===== src/include/ifm_pkg.sv =====
// Constants for the interrupt flag and address map block.
// Assumes one 125 MHz clock and an 8-bit register port with offsets below.
package ifm_pkg;

  // ----------------------------------------------------------------
  // Widths
  // ----------------------------------------------------------------
  localparam int ADDR_W  = 20;
  localparam int DATA_W  = 8;
  localparam int RADDR_W = 8;
  localparam int PRIO_W  = 3;
  localparam int SWI_W   = 6;
  localparam int PORT_W  = 8;

  // ----------------------------------------------------------------
  // Register offsets on the register port
  // ----------------------------------------------------------------
  localparam logic [RADDR_W-1:0] REG_FLAGS  = 8'h00;
  localparam logic [RADDR_W-1:0] REG_STATUS = 8'h02;
  localparam logic [RADDR_W-1:0] REG_DIR    = 8'h04;
  localparam logic [RADDR_W-1:0] REG_PULL   = 8'h06;
  localparam logic [RADDR_W-1:0] REG_OUT    = 8'h08;
  localparam logic [RADDR_W-1:0] REG_PIN    = 8'h0a;

  // ----------------------------------------------------------------
  // Field positions
  // ----------------------------------------------------------------
  localparam int FLG_IE   = 0;
  localparam int FLG_SS   = 1;
  localparam int FLG_RSV  = 2;
  localparam int FLG_PPL  = 4;
  localparam int STS_PEND = 0;
  localparam int STS_FLT  = 1;
  localparam int STS_PRIO = 4;

  // ----------------------------------------------------------------
  // Reset values
  // ----------------------------------------------------------------
  localparam logic [DATA_W-1:0] RST_BYTE = 8'h00;
  localparam logic [PRIO_W-1:0] RST_PRIO = 3'h0;
  localparam logic              RST_BIT  = 1'b0;

  // ----------------------------------------------------------------
  // Address map
  // ----------------------------------------------------------------
  localparam logic [ADDR_W-1:0] PERI_LO  = 20'h00000;
  localparam logic [ADDR_W-1:0] PERI_HI  = 20'h002ff;
  localparam logic [ADDR_W-1:0] RAM_LO   = 20'h00400;
  localparam logic [ADDR_W-1:0] RAM_SIZE = 20'h00400;
  localparam logic [ADDR_W-1:0] RAM_HI   = RAM_LO + RAM_SIZE - 20'h00001;
  localparam logic [ADDR_W-1:0] ROM_TOP  = 20'h0ffff;
  localparam logic [ADDR_W-1:0] ROM_SIZE = 20'h08000;
  localparam logic [ADDR_W-1:0] ROM_LO   = ROM_TOP - ROM_SIZE + 20'h00001;
  localparam logic [ADDR_W-1:0] VEC_LO   = 20'h0ffdc;
  localparam logic [SWI_W-1:0]  SWI_MAX  = 6'h1f;

endpackage


===== src/design/ifm_core.sv =====
// Interrupt acceptance flags, address map decode and port pin control.
// Assumes interrupt source, CPU address and register port on clk; pins are async.
//
// The plain strobed port and the address map are this design's own decisions.
`timescale 1ns/100ps

module ifm_core
  import ifm_pkg::*;
(
  input  wire logic              clk,
  input  wire logic              nrst,
  input  wire logic [RADDR_W-1:0] reg_addr,
  input  wire logic [DATA_W-1:0] reg_wdata,
  input  wire logic              reg_wr,
  input  wire logic              reg_rd,
  output logic      [DATA_W-1:0] reg_rdata,
  input  wire logic              irq_req,
  input  wire logic [PRIO_W-1:0] irq_prio,
  output logic                   irq_ack,
  output logic      [PRIO_W-1:0] irq_ack_prio,
  input  wire logic              swi_exec,
  input  wire logic [SWI_W-1:0]  swi_num,
  input  wire logic              stack_push,
  input  wire logic [ADDR_W-1:0] mem_addr,
  output logic                   sel_peri,
  output logic                   sel_ram,
  output logic                   sel_rom,
  output logic                   sel_vec,
  output logic                   sel_none,
  output logic                   int_enable,
  output logic                   stack_sel,
  output logic      [PRIO_W-1:0] proc_prio,
  input  wire logic [PORT_W-1:0] pin_in,
  output logic      [PORT_W-1:0] pin_out,
  output logic      [PORT_W-1:0] pin_oe,
  output logic      [PORT_W-1:0] pin_pullup
);

  // ----------------------------------------------------------------
  // State
  // ----------------------------------------------------------------
  logic              ie_q;
  logic              ss_q;
  logic [PRIO_W-1:0] ppl_q;
  logic              ack_q;
  logic [PRIO_W-1:0] ack_prio_q;
  logic              pend_q;
  logic              flt_q;
  logic [PORT_W-1:0] dir_q;
  logic [PORT_W-1:0] pull_q;
  logic [PORT_W-1:0] out_q;
  logic [PORT_W-1:0] sync1_q;
  logic [PORT_W-1:0] sync2_q;
  logic [DATA_W-1:0] rdata_q;
  logic              peri_q;
  logic              ram_q;
  logic              rom_q;
  logic              vec_q;
  logic              none_q;

  logic              accept;
  logic              swi_fixed;
  logic              wr_flags;
  logic              wr_status;
  logic              in_peri;
  logic              in_ram;
  logic              in_rom;
  logic              in_vec;
  logic [DATA_W-1:0] rd_mux;

  // ----------------------------------------------------------------
  // Request acceptance
  // ----------------------------------------------------------------
  // Enable gate and strict priority compare; a blocked request stays pending
  assign accept    = ie_q && irq_req && (irq_prio > ppl_q);
  assign swi_fixed = swi_exec && (swi_num <= SWI_MAX);
  assign wr_flags  = reg_wr && (reg_addr == REG_FLAGS);
  assign wr_status = reg_wr && (reg_addr == REG_STATUS);

  // Acknowledge pulse, one cycle, with the priority it was taken at
  always_ff @(posedge clk or negedge nrst) begin
    if (!nrst) begin
      ack_q      <= RST_BIT;
      ack_prio_q <= RST_PRIO;
    end else begin
      ack_q <= accept;
      if (accept) begin
        ack_prio_q <= irq_prio;
      end
    end
  end

  // Enable flag; the acknowledge clear beats a software set in the same cycle
  always_ff @(posedge clk or negedge nrst) begin
    if (!nrst) begin
      ie_q <= RST_BIT;
    end else if (accept) begin
      ie_q <= 1'b0;
    end else if (wr_flags) begin
      ie_q <= reg_wdata[FLG_IE];
    end
  end

  // Stack select; hardware clears win over software writes
  always_ff @(posedge clk or negedge nrst) begin
    if (!nrst) begin
      ss_q <= RST_BIT;
    end else if (accept || swi_fixed) begin
      ss_q <= 1'b0;
    end else if (wr_flags) begin
      ss_q <= reg_wdata[FLG_SS];
    end
  end

  // Priority level rises to the accepted level so equal requests wait
  always_ff @(posedge clk or negedge nrst) begin
    if (!nrst) begin
      ppl_q <= RST_PRIO;
    end else if (accept) begin
      ppl_q <= irq_prio;
    end else if (wr_flags) begin
      ppl_q <= reg_wdata[FLG_PPL +: PRIO_W];
    end
  end

  // Pending view: a request is present but not accepted
  always_ff @(posedge clk or negedge nrst) begin
    if (!nrst) begin
      pend_q <= RST_BIT;
    end else begin
      pend_q <= irq_req && !accept;
    end
  end

  // ----------------------------------------------------------------
  // Address map
  // ----------------------------------------------------------------
  // Vector table sits inside the ROM window and takes precedence
  assign in_peri = (mem_addr <= PERI_HI);
  assign in_ram = (mem_addr >= RAM_LO) && (mem_addr <= RAM_HI);
  assign in_vec = (mem_addr >= VEC_LO) && (mem_addr <= ROM_TOP);
  assign in_rom = (mem_addr >= ROM_LO) && (mem_addr < VEC_LO);

  // One-hot region select, registered; full 20-bit space covered
  always_ff @(posedge clk or negedge nrst) begin
    if (!nrst) begin
      peri_q <= RST_BIT;
      ram_q  <= RST_BIT;
      rom_q  <= RST_BIT;
      vec_q  <= RST_BIT;
      none_q <= 1'b1;
    end else begin
      peri_q <= in_peri;
      ram_q  <= in_ram;
      rom_q  <= in_rom;
      vec_q  <= in_vec;
      none_q <= !(in_peri || in_ram || in_rom || in_vec);
    end
  end

  // Stack fault: a context save outside RAM; set wins over clear
  always_ff @(posedge clk or negedge nrst) begin
    if (!nrst) begin
      flt_q <= RST_BIT;
    end else if (stack_push && !in_ram) begin
      flt_q <= 1'b1;
    end else if (wr_status && reg_wdata[STS_FLT]) begin
      flt_q <= 1'b0;
    end
  end

  // ----------------------------------------------------------------
  // Port pins
  // ----------------------------------------------------------------
  // Two-stage synchroniser; only the second stage is read
  always_ff @(posedge clk or negedge nrst) begin
    if (!nrst) begin
      sync1_q <= RST_BYTE;
      sync2_q <= RST_BYTE;
    end else begin
      sync1_q <= pin_in;
      sync2_q <= sync1_q;
    end
  end

  // Port control registers
  always_ff @(posedge clk or negedge nrst) begin
    if (!nrst) begin
      dir_q  <= RST_BYTE;
      pull_q <= RST_BYTE;
      out_q  <= RST_BYTE;
    end else if (reg_wr) begin
      if (reg_addr == REG_DIR) begin
        dir_q <= reg_wdata;
      end
      if (reg_addr == REG_PULL) begin
        pull_q <= reg_wdata;
      end
      if (reg_addr == REG_OUT) begin
        out_q <= reg_wdata;
      end
    end
  end

  // Per-pin drivers; pull-up only when the pin is an input
  for (genvar i = 0; i < PORT_W; i++) begin : g_pin
    always_ff @(posedge clk or negedge nrst) begin
      if (!nrst) begin
        pin_oe[i]     <= RST_BIT;
        pin_out[i]    <= RST_BIT;
        pin_pullup[i] <= RST_BIT;
      end else begin
        pin_oe[i]     <= dir_q[i];
        pin_out[i]    <= out_q[i];
        pin_pullup[i] <= pull_q[i] && !dir_q[i];
      end
    end
  end

  // ----------------------------------------------------------------
  // Register read
  // ----------------------------------------------------------------
  // Reserved flag bit reads 0; unmapped offsets read 0, nothing else happens
  always_comb begin
    rd_mux = RST_BYTE;
    case (reg_addr)
      REG_FLAGS: begin
        rd_mux[FLG_IE]             = ie_q;
        rd_mux[FLG_SS]             = ss_q;
        rd_mux[FLG_RSV]            = 1'b0;
        rd_mux[FLG_PPL +: PRIO_W]  = ppl_q;
      end
      REG_STATUS: begin
        rd_mux[STS_PEND]           = pend_q;
        rd_mux[STS_FLT]            = flt_q;
        rd_mux[STS_PRIO +: PRIO_W] = ack_prio_q;
      end
      REG_DIR:  rd_mux = dir_q;
      REG_PULL: rd_mux = pull_q;
      REG_OUT:  rd_mux = out_q;
      REG_PIN:  rd_mux = sync2_q;
      default:  rd_mux = RST_BYTE;
    endcase
  end

  // Read data stand only in the cycle after the strobe
  always_ff @(posedge clk or negedge nrst) begin
    if (!nrst) begin
      rdata_q <= RST_BYTE;
    end else begin
      rdata_q <= reg_rd ? rd_mux : RST_BYTE;
    end
  end

  // ----------------------------------------------------------------
  // Outputs
  // ----------------------------------------------------------------
  assign reg_rdata    = rdata_q;
  assign irq_ack      = ack_q;
  assign irq_ack_prio = ack_prio_q;
  assign int_enable   = ie_q;
  assign stack_sel    = ss_q;
  assign proc_prio    = ppl_q;
  assign sel_peri     = peri_q;
  assign sel_ram      = ram_q;
  assign sel_rom      = rom_q;
  assign sel_vec      = vec_q;
  assign sel_none     = none_q;
endmodule


===== config.mk =====
export PLATFORM = sky130hd
export DESIGN_NAME = ifm_core
export DESIGN_NICKNAME = d
export VERILOG_FILES = /design/src/include/ifm_pkg.sv /design/src/design/ifm_core.sv
export SDC_FILE = /design/constraint.sdc
export NUM_CORES = 1
export LEC_CHECK = 0
export BUFFER_PORTS_ARGS = -buffer_cell sky130_fd_sc_hd__buf_2
export CAP_MARGIN = 20
export CELL_PAD_IN_SITES_DETAIL_PLACEMENT = 0
export CELL_PAD_IN_SITES_GLOBAL_PLACEMENT = 1
export CORE_ASPECT_RATIO = 1.75
export CORE_MARGIN = 2
export CORE_UTILIZATION = 38
export DETAILED_ROUTE_END_ITERATION = 7
export PLACE_DENSITY_LB_ADDON = 0.1
export SETUP_SLACK_MARGIN = 0.4
export SKIP_LAST_GASP = 1
export SLEW_MARGIN = 20
export SYNTH_ARGS = -nofsm -noshare
export SYNTH_HDL_FRONTEND = slang
export SYNTH_SLANG_ARGS = --single-unit

===== constraint.sdc =====
create_clock -name clk -period 2.4 [get_ports clk]
set_input_delay 0.48 -clock clk [delete_from_list [all_inputs] [get_ports clk]]
set_output_delay 0.48 -clock clk [all_outputs]
set_load 0.02 [all_outputs]

==> results of run 1 <==
## sequential cells by signal, indices dropped and copies added (netlist names), 3 cells and up
register,count
reg_rdata,8
dir_q,8
sync2_q,8
pin_out,8
proc_prio,3
pin_oe,8
pull_q,8
sync1_q,8
pin_pullup,8
out_q,8
irq_ack_prio,3
## final cells by class
cell class / instances / area share, %
inverters: 7 / 0.609
repair buffers: 105 / 12.9
flip-flops and latches: 88 / 51.1
clock buffers: 9 / 5.22
clock inverters: 6 / 1.97
multi-input cells: 130 / 24.8
well taps: 117 / 3.39
## cells in the final DEF, fill, tap and decap left out, types with 3 or more instances in the layout
cell,instances
inv_1,7
nor2b_1,11
nand4_1,4
clkbuf_16,9
mux2i_1,10
o21ai_0,3
nor4_1,3
buf_4,7
mux2_2,31
a221oi_1,4
nor2_1,12
a211oi_1,11
a22oi_1,3
ha_1,3
a21oi_1,6
dfrtp_1,87
buf_2,97
nand2_1,6
## power by group through the flow
| stage | clock network [W] | registers [W] | logic [W] |
|---|---|---|---|
| 2_1_floorplan | 0 | 0.00169 | 0.000144 |
| 3_3_place_gp | 0 | 0.00165 | 0.000369 |
| 3_5_place_dp | 0 | 0.00165 | 0.000372 |
| 4_1_cts | 0.00148 | 0.00162 | 0.000373 |
| 5_1_grt | 0.00154 | 0.00163 | 0.000407 |
| 6_report | 0.00144 | 0.00162 | 0.000364 |
## worst max-delay path, cell delays in order
cell and delay [ns]:
buf_2 0.11, or3_4 0.42, nor3_4 0.22, nand4_2 0.37, mux2_2 0.39
## metal layers
metal / global-route usage (%) / up-vias / routed length, microns
met5: 0 / - / 0
met3: 3.38 / 12 / 292
met2: 26.5 / 69 / 3750
li1: - / 1055 / -
met4: 9.14 / 0 / 206
met1: 20.5 / 1097 / 2940
## cells by family after synthesis
kind of cell,count (synthesis)
AOI/OAI and AO/OA,32
buffers and inverters,14
DFF,88
and+or+nand+nor,53
muxes,42
adders and majority gates,3
## how the worst min path moves through the flow
stage,cells after the start,start,end,slack [ns]
final,1,nrst,pin_oe[2],0.05
after floorplan,0,nrst,dir_q[0],0.18
after CTS,1,nrst,pin_oe[2],0.05
after global placement,0,sync1_q[4],sync2_q[4],0.33
after detailed placement,0,sync1_q[5],sync2_q[5],0.33
after global routing,1,nrst,reg_rdata[4],0.07
## through the flow
step	power (W)	hold slack (ns)	cell area (sq um)
final	0.00342	0.0466	4310
after global routing	0.00358	0.0661	4310
after CTS	0.00347	0.0515	4310
after detailed placement	0.00202	0.335	4000
after global placement	0.00201	0.334	4000
after floorplan	0.00183	0.184	3330
==> run summary, run 1 <==
Slew Limit Fails -> 0
Seq pwr share -> 47.2%
Post-Route Setup TNS -> 0 ns
reg-to-reg endpoint -> irq_ack_prio[2]
Clk pwr share -> 42.1%
post-synthesis mux area share -> 14.1%
die area -> 9570 sq um
Area contributors post-synth -> dfrtp_1 (65%), mux2_2 (10%), mux2i_1 (3.0%)
worst vdd ir -> 377 uV
antenna viol nets, final -> 0
Post-Synth Adder-Cell Area -> 1.13%
Hold-fix buffers, CTS -> 0
CTS resizes -> 0
Yosys top cell area share -> 65.3%
non-filler cells, final -> 462
crit start category -> input port
largest family of logic cells by synthesized area -> multiplexers
ratio of final minimum period to clock period -> 73.9%
Die Span Y -> 128 microns
Post-synth top flop -> dfrtp_1
Die X -> 74.8 microns
core area -> 8610 sq um
Synth Area in Simple Gates -> 10.2%
R2R Path Start -> proc_prio[1]
FF/Latch Area -> 2200 sq um
Final GP Congestion -> 0.740
synthesized area per cell -> 14.4 sq um
Distinct cells, synth -> 38
via/cell ratio -> 4.83
Syn Inst Count -> 232
antenna cells -> 0
area of the multi-input gates -> 1070 sq um
post-CTS setup buffer count -> 0
total grt overflow -> 0
CTS tree -> done
final core occ -> 50.1%
crit path kind -> in2reg
Gate power share -> 10.6%
final net count -> 404
number of synthesized register bits -> 88
worst endpoint data arrival time -> 1.99 ns
relative slew slack -> 55.1%
vias in the first global route -> 2231
Sw Pwr -> 0.000797 W
Initial DRC Count -> 65
synthesized area -> 3330 sq um
Root Buffer Master -> clkbuf_16
worst slack, placed -> 0.253 ns
xor-xnor portion of the synthesized cell area -> 0%
total track usage -> 16.6%
Sw Share -> 23.3%
H-tree lvl count -> 3
Worst Clk Skew -> 0.00491 ns
LEAKAGE -> 2.30 nW
clk buf depth -> 2
count of boundary I/O pins -> 106
cell taking the most area after synthesis -> dfrtp_1
Post-synth EDFFs -> 0
Port Buf Inserts -> 98
P&R area growth vs syn -> 29.4%
Hold Fails Final Rpt -> 0
Tightest Pin Transition -> 0.667 ns
Syn Nets -> 295
CP Max Fanout -> 8
max cap viols -> 0
Pint -> 0.00263 W
Vias -> 2233
P per Cell Area -> 793 nW/um^2
Final WS setup -> 0.626 ns
Req. time, crit path -> 2.62 ns
RSZ-0062 raised after global routing -> false
first-pass GRT wire length -> 11.5 mm
top-count cell post-synth -> dfrtp_1
Fill cells -> 794
Max Fclk -> 564 MHz
worst skew pair latency -> 0.34 ns
Critical Path End Type -> register
fraction of layout cells with a size suffix above 1 -> 46.7%
count of final setup violators -> 0
post-synthesis sequential area ratio -> 66.1%
crit path capture -> pull_q[3]
WL/cell -> 15.6 microns
Tmin final -> 1.77 ns
most frequent cells after synthesis -> dfrtp_1 (87), mux2_2 (31), nor2_1 (12)
setup slack, reg-to-reg -> 0.76 ns
pin count of the biggest net entering global routing -> 63
Hold Path Class -> in2async
Critical Path Source -> reg_addr[7]
CTS clk-pin slew, worst paths -> 0.06 ns
async set-reset flop share out of synthesis -> 100%
R2R depth -> 7
Detailed Routing Iterations Pass 1 -> 4
initial antenna violation count -> 0
row count -> 45
Synth warnings -> 0
dpl cells -> 447
final wirelength -> 7.19 mm
Initial Util -> 38.7%
DRC viols -> 0
DP Wirelength -> 5.30 mm
Synth Area in Compound Gates -> 6.64%
Num CTS Buffers -> 9
Clock Sink Count -> 88
status -> completed
Note: power is estimated with default switching activity, not from simulation.
==> run 2, diff against run 1 <==
--- a/config.mk
+++ b/config.mk
@@ -11,7 +11,7 @@
 export CELL_PAD_IN_SITES_GLOBAL_PLACEMENT = 1
 export CORE_ASPECT_RATIO = 1.75
 export CORE_MARGIN = 2
-export CORE_UTILIZATION = 38
+export CORE_UTILIZATION = 36
 export DETAILED_ROUTE_END_ITERATION = 7
 export PLACE_DENSITY_LB_ADDON = 0.1
 export SETUP_SLACK_MARGIN = 0.4
==> constraint.sdc (replaced) <==
create_clock -name clk -period 1.5 [get_ports clk]
set_input_delay 0.3 -clock clk [delete_from_list [all_inputs] [get_ports clk]]
set_output_delay 0.3 -clock clk [all_outputs]
set_load 0.02 [all_outputs]
==> run 2 against run 1 <==
Net effect:
- the flow now finishes with violations (negative setup slack)
- register-to-register slack worse by 0.84 ns
- clock-buffer cell count grew 3
- power increased by 76%
- critical endpoint is now proc_prio[1]
- highest routed layer unchanged
==> run summary, run 2 (synthesis results as in run 1) <==
Req. time, crit path -> 1.72 ns (was 2.62 ns)
Die X -> 76.8 microns (was 74.8 microns)
via/cell ratio -> 4.74 (was 4.83)
clk buf depth -> 2 (unchanged)
power consumption -> 0.00603 W (was 0.00342 W)
Critical Path Source -> proc_prio[1] (was reg_addr[7])
first-pass GRT wire length -> 13.1 mm (was 11.5 mm)
violated checks -> negative setup slack
Final GP Congestion -> 0.775 (was 0.740)
Fill cells -> 797 (was 794)
antenna cells -> 0 (unchanged)
CTS clk-pin slew, worst paths -> 0.06 ns (about the same)
worst vdd ir -> 646 uV (was 377 uV)
Hold Path Sink -> sync1_q[5]
R2R Path Start -> proc_prio[1] (unchanged)
total track usage -> 16.9% (was 16.6%)
Hold Crit Depth -> 1
final net count -> 434 (was 404)
Post-Route Setup TNS -> -0.367 ns (was 0 ns)
max cap viols -> 0 (unchanged)
Tightest Pin Transition -> 0.394 ns (was 0.667 ns)
Top delay family on crit path -> flip-flops (was simple AND/OR/NAND/NOR gates)
Initial Util -> 36.9% (was 38.7%)
relative slew slack -> 73.6% (was 55.1%)
die area -> 10100 sq um (was 9570 sq um)
Root Buffer Master -> clkbuf_16 (unchanged)
total grt overflow -> 0 (unchanged)
Tmin final -> 1.58 ns
worst endpoint data arrival time -> 1.81 ns (was 1.99 ns)
Hold Path Class -> in2reg (was in2async)
initial antenna violation count -> 0 (unchanged)
final wirelength -> 7.85 mm (was 7.19 mm)
antenna viol nets, final -> 0 (unchanged)
CP peak stage delay -> 0.41 ns (was 0.42 ns)
LEAKAGE -> 2.52 nW (was 2.30 nW)
CP Max Fanout -> 4 (was 8)
Critical Path End Type -> register (unchanged)
Detailed Routing Iterations Pass 1 -> 4 (unchanged)
WL/cell -> 15.8 microns (was 15.6 microns)
fraction of layout cells with a size suffix above 1 -> 55.9% (was 46.7%)
ratio of final minimum period to clock period -> 106%
status -> complete, but fails checks (was completed)
H-tree lvl count -> 3 (unchanged)
Hold Fails Final Rpt -> 0 (unchanged)
pin count of the biggest net entering global routing -> 44 (was 63)
WP buf/inv -> 2 (was 1)
Final WS setup -> -0.0845 ns (was 0.626 ns)
reg-to-reg endpoint -> proc_prio[1] (was irq_ack_prio[2])
Slew Limit Fails -> 0 (unchanged)
CTS tree -> done (unchanged)
P&R area growth vs syn -> 51.0% (was 29.4%)
min-delay src -> pin_in[5]
P per Cell Area -> 1200 nW/um^2 (was 793 nW/um^2)
non-filler cells, final -> 496 (was 462)
Max Fclk -> 631 MHz
worst skew pair latency -> 0.34 ns (about the same)
setup slack, reg-to-reg -> -0.08 ns (was 0.76 ns)
crit path kind -> reg2reg (was in2reg)
R2R depth -> 6 (was 7)
slowest cell on the critical path -> dfrtp_2 (was or3_4)
Clock Sink Count -> 88 (unchanged)
RSZ-0062 raised after global routing -> true (was false)
count of boundary I/O pins -> 106 (unchanged)
DRC viols -> 0 (unchanged)
Cell Chain, Critical Path -> inv_2 > ha_4 > a31oi_1 > nand4_1 > buf_4 > mux2_2 (was buf_2 > or3_4 > nor3_4 > nand4_2 > mux2_2)
row count -> 46 (was 45)
commonest non-fill, non-tap cell in the layout -> dfrtp_1 (was buf_2)
dpl cells -> 472 (was 447)
Port Buf Inserts -> 98 (unchanged)
Vias -> 2352 (was 2233)
most frequent cells in the layout -> dfrtp_1 (84), buf_2 (51), buf_6 (50), buf_4 (31), mux2_2 (30) (was buf_2 (97), dfrtp_1 (87), mux2_2 (31), nor2_1 (12))
DP Wirelength -> 5.70 mm (was 5.30 mm)
crit start category -> register (was input port)
Worst Clk Skew -> 0.00748 ns (was 0.00491 ns)
count of final setup violators -> 6 (was 0)
core area -> 9040 sq um (was 8610 sq um)
Num CTS Buffers -> 9 (unchanged)
Die Span Y -> 131 microns (was 128 microns)
vias in the first global route -> 2596 (was 2231)
Initial DRC Count -> 74 (was 65)
run 2: cell count changes in the layout (fill, tap and decap cells not counted), moves of 3 or more:
cell      delta
dfrtp_1      -3
dfrtp_2      +3
buf_2       -46
buf_4       +24
a211oi_1     -9
inv_1        -3
inv_2        +3
a211oi_2     +9
buf_6       +50
run 2: how the worst max path moves through the flow:
| stage | cells after the start | endpoint |
|---|---|---|
| 2_1_floorplan | 7 | irq_ack_prio[2] |
| 3_3_place_gp | 5 | pull_q[3] |
| 3_5_place_dp | 5 | pull_q[2] |
| 4_1_cts | 6 | proc_prio[1] |
| 5_1_grt | 7 | proc_prio[1] |
| 6_report | 6 | proc_prio[1] |
run 2: report_power, final:
| part | total (W) | leakage [nW] | internal (W) | switching, W |
|---|---|---|---|---|
| sequential | 0.00260 | 1.16 | 0.00251 | 0.0000871 |
| clock | 0.00260 | 0.173 | 0.00172 | 0.000875 |
| combinational | 0.000837 | 1.18 | 0.000442 | 0.000395 |
run 2: what timing repair did:
item | in CTS | in global routing
endpoints found under the hold margin | 16 | 0
endpoints found under the setup margin | 89 | 89
hold buffers | 1 | 0
gates resized for setup | 98 | 2
pin swaps | 5 | 4
setup buffers | 3 | 4
run 2: through the flow:
step	worst slack [ns]	hold WS, ns	util, %	area [sq um]
after floorplan	-0.243	0.00441	-	3450
after global placement	-0.211	0.210	47.4	4280
after detailed placement	-0.222	0.219	47.4	4280
after CTS	-0.0988	0.0496	55.3	4990
after global routing	-0.174	0.0473	55.7	5030
final	-0.0845	0.0640	55.7	5030
run 2: worst reg2reg max path: cells and delay by family (launching register included):
| family | cells | cell delay (ns) |
|---|---|---|
| adder cells (fa/ha/maj) | 1 | 0.20 |
| buffers and inverters | 2 | 0.27 |
| flip-flops | 1 | 0.41 |
| AO/OA/AOI/OAI | 1 | 0.16 |
| AND/OR/NAND/NOR | 1 | 0.17 |
| multiplexers | 1 | 0.27 |
run 2: area by class of cell:
| type | count | area, sq um | share of cell area (%) |
|---|---|---|---|
| clock buffers | 12 | 256 | 5.10 |
| clock inverters | 4 | 98.8 | 1.96 |
| inverters | 7 | 26.3 | 0.522 |
| multi-input cells | 130 | 1190 | 23.7 |
| flip-flops and latches | 88 | 2210 | 43.8 |
| well taps | 120 | 150 | 2.98 |
| repair buffers | 135 | 1100 | 21.9 |
run 2: per-layer routing:
metal / global-route usage (%) / part of all wire, %
met3: 3.98 / 5.0
met4: 8.48 / 2.5
met5: 0 / 0
met1: 19.8 / 40
met2: 28.6 / 53
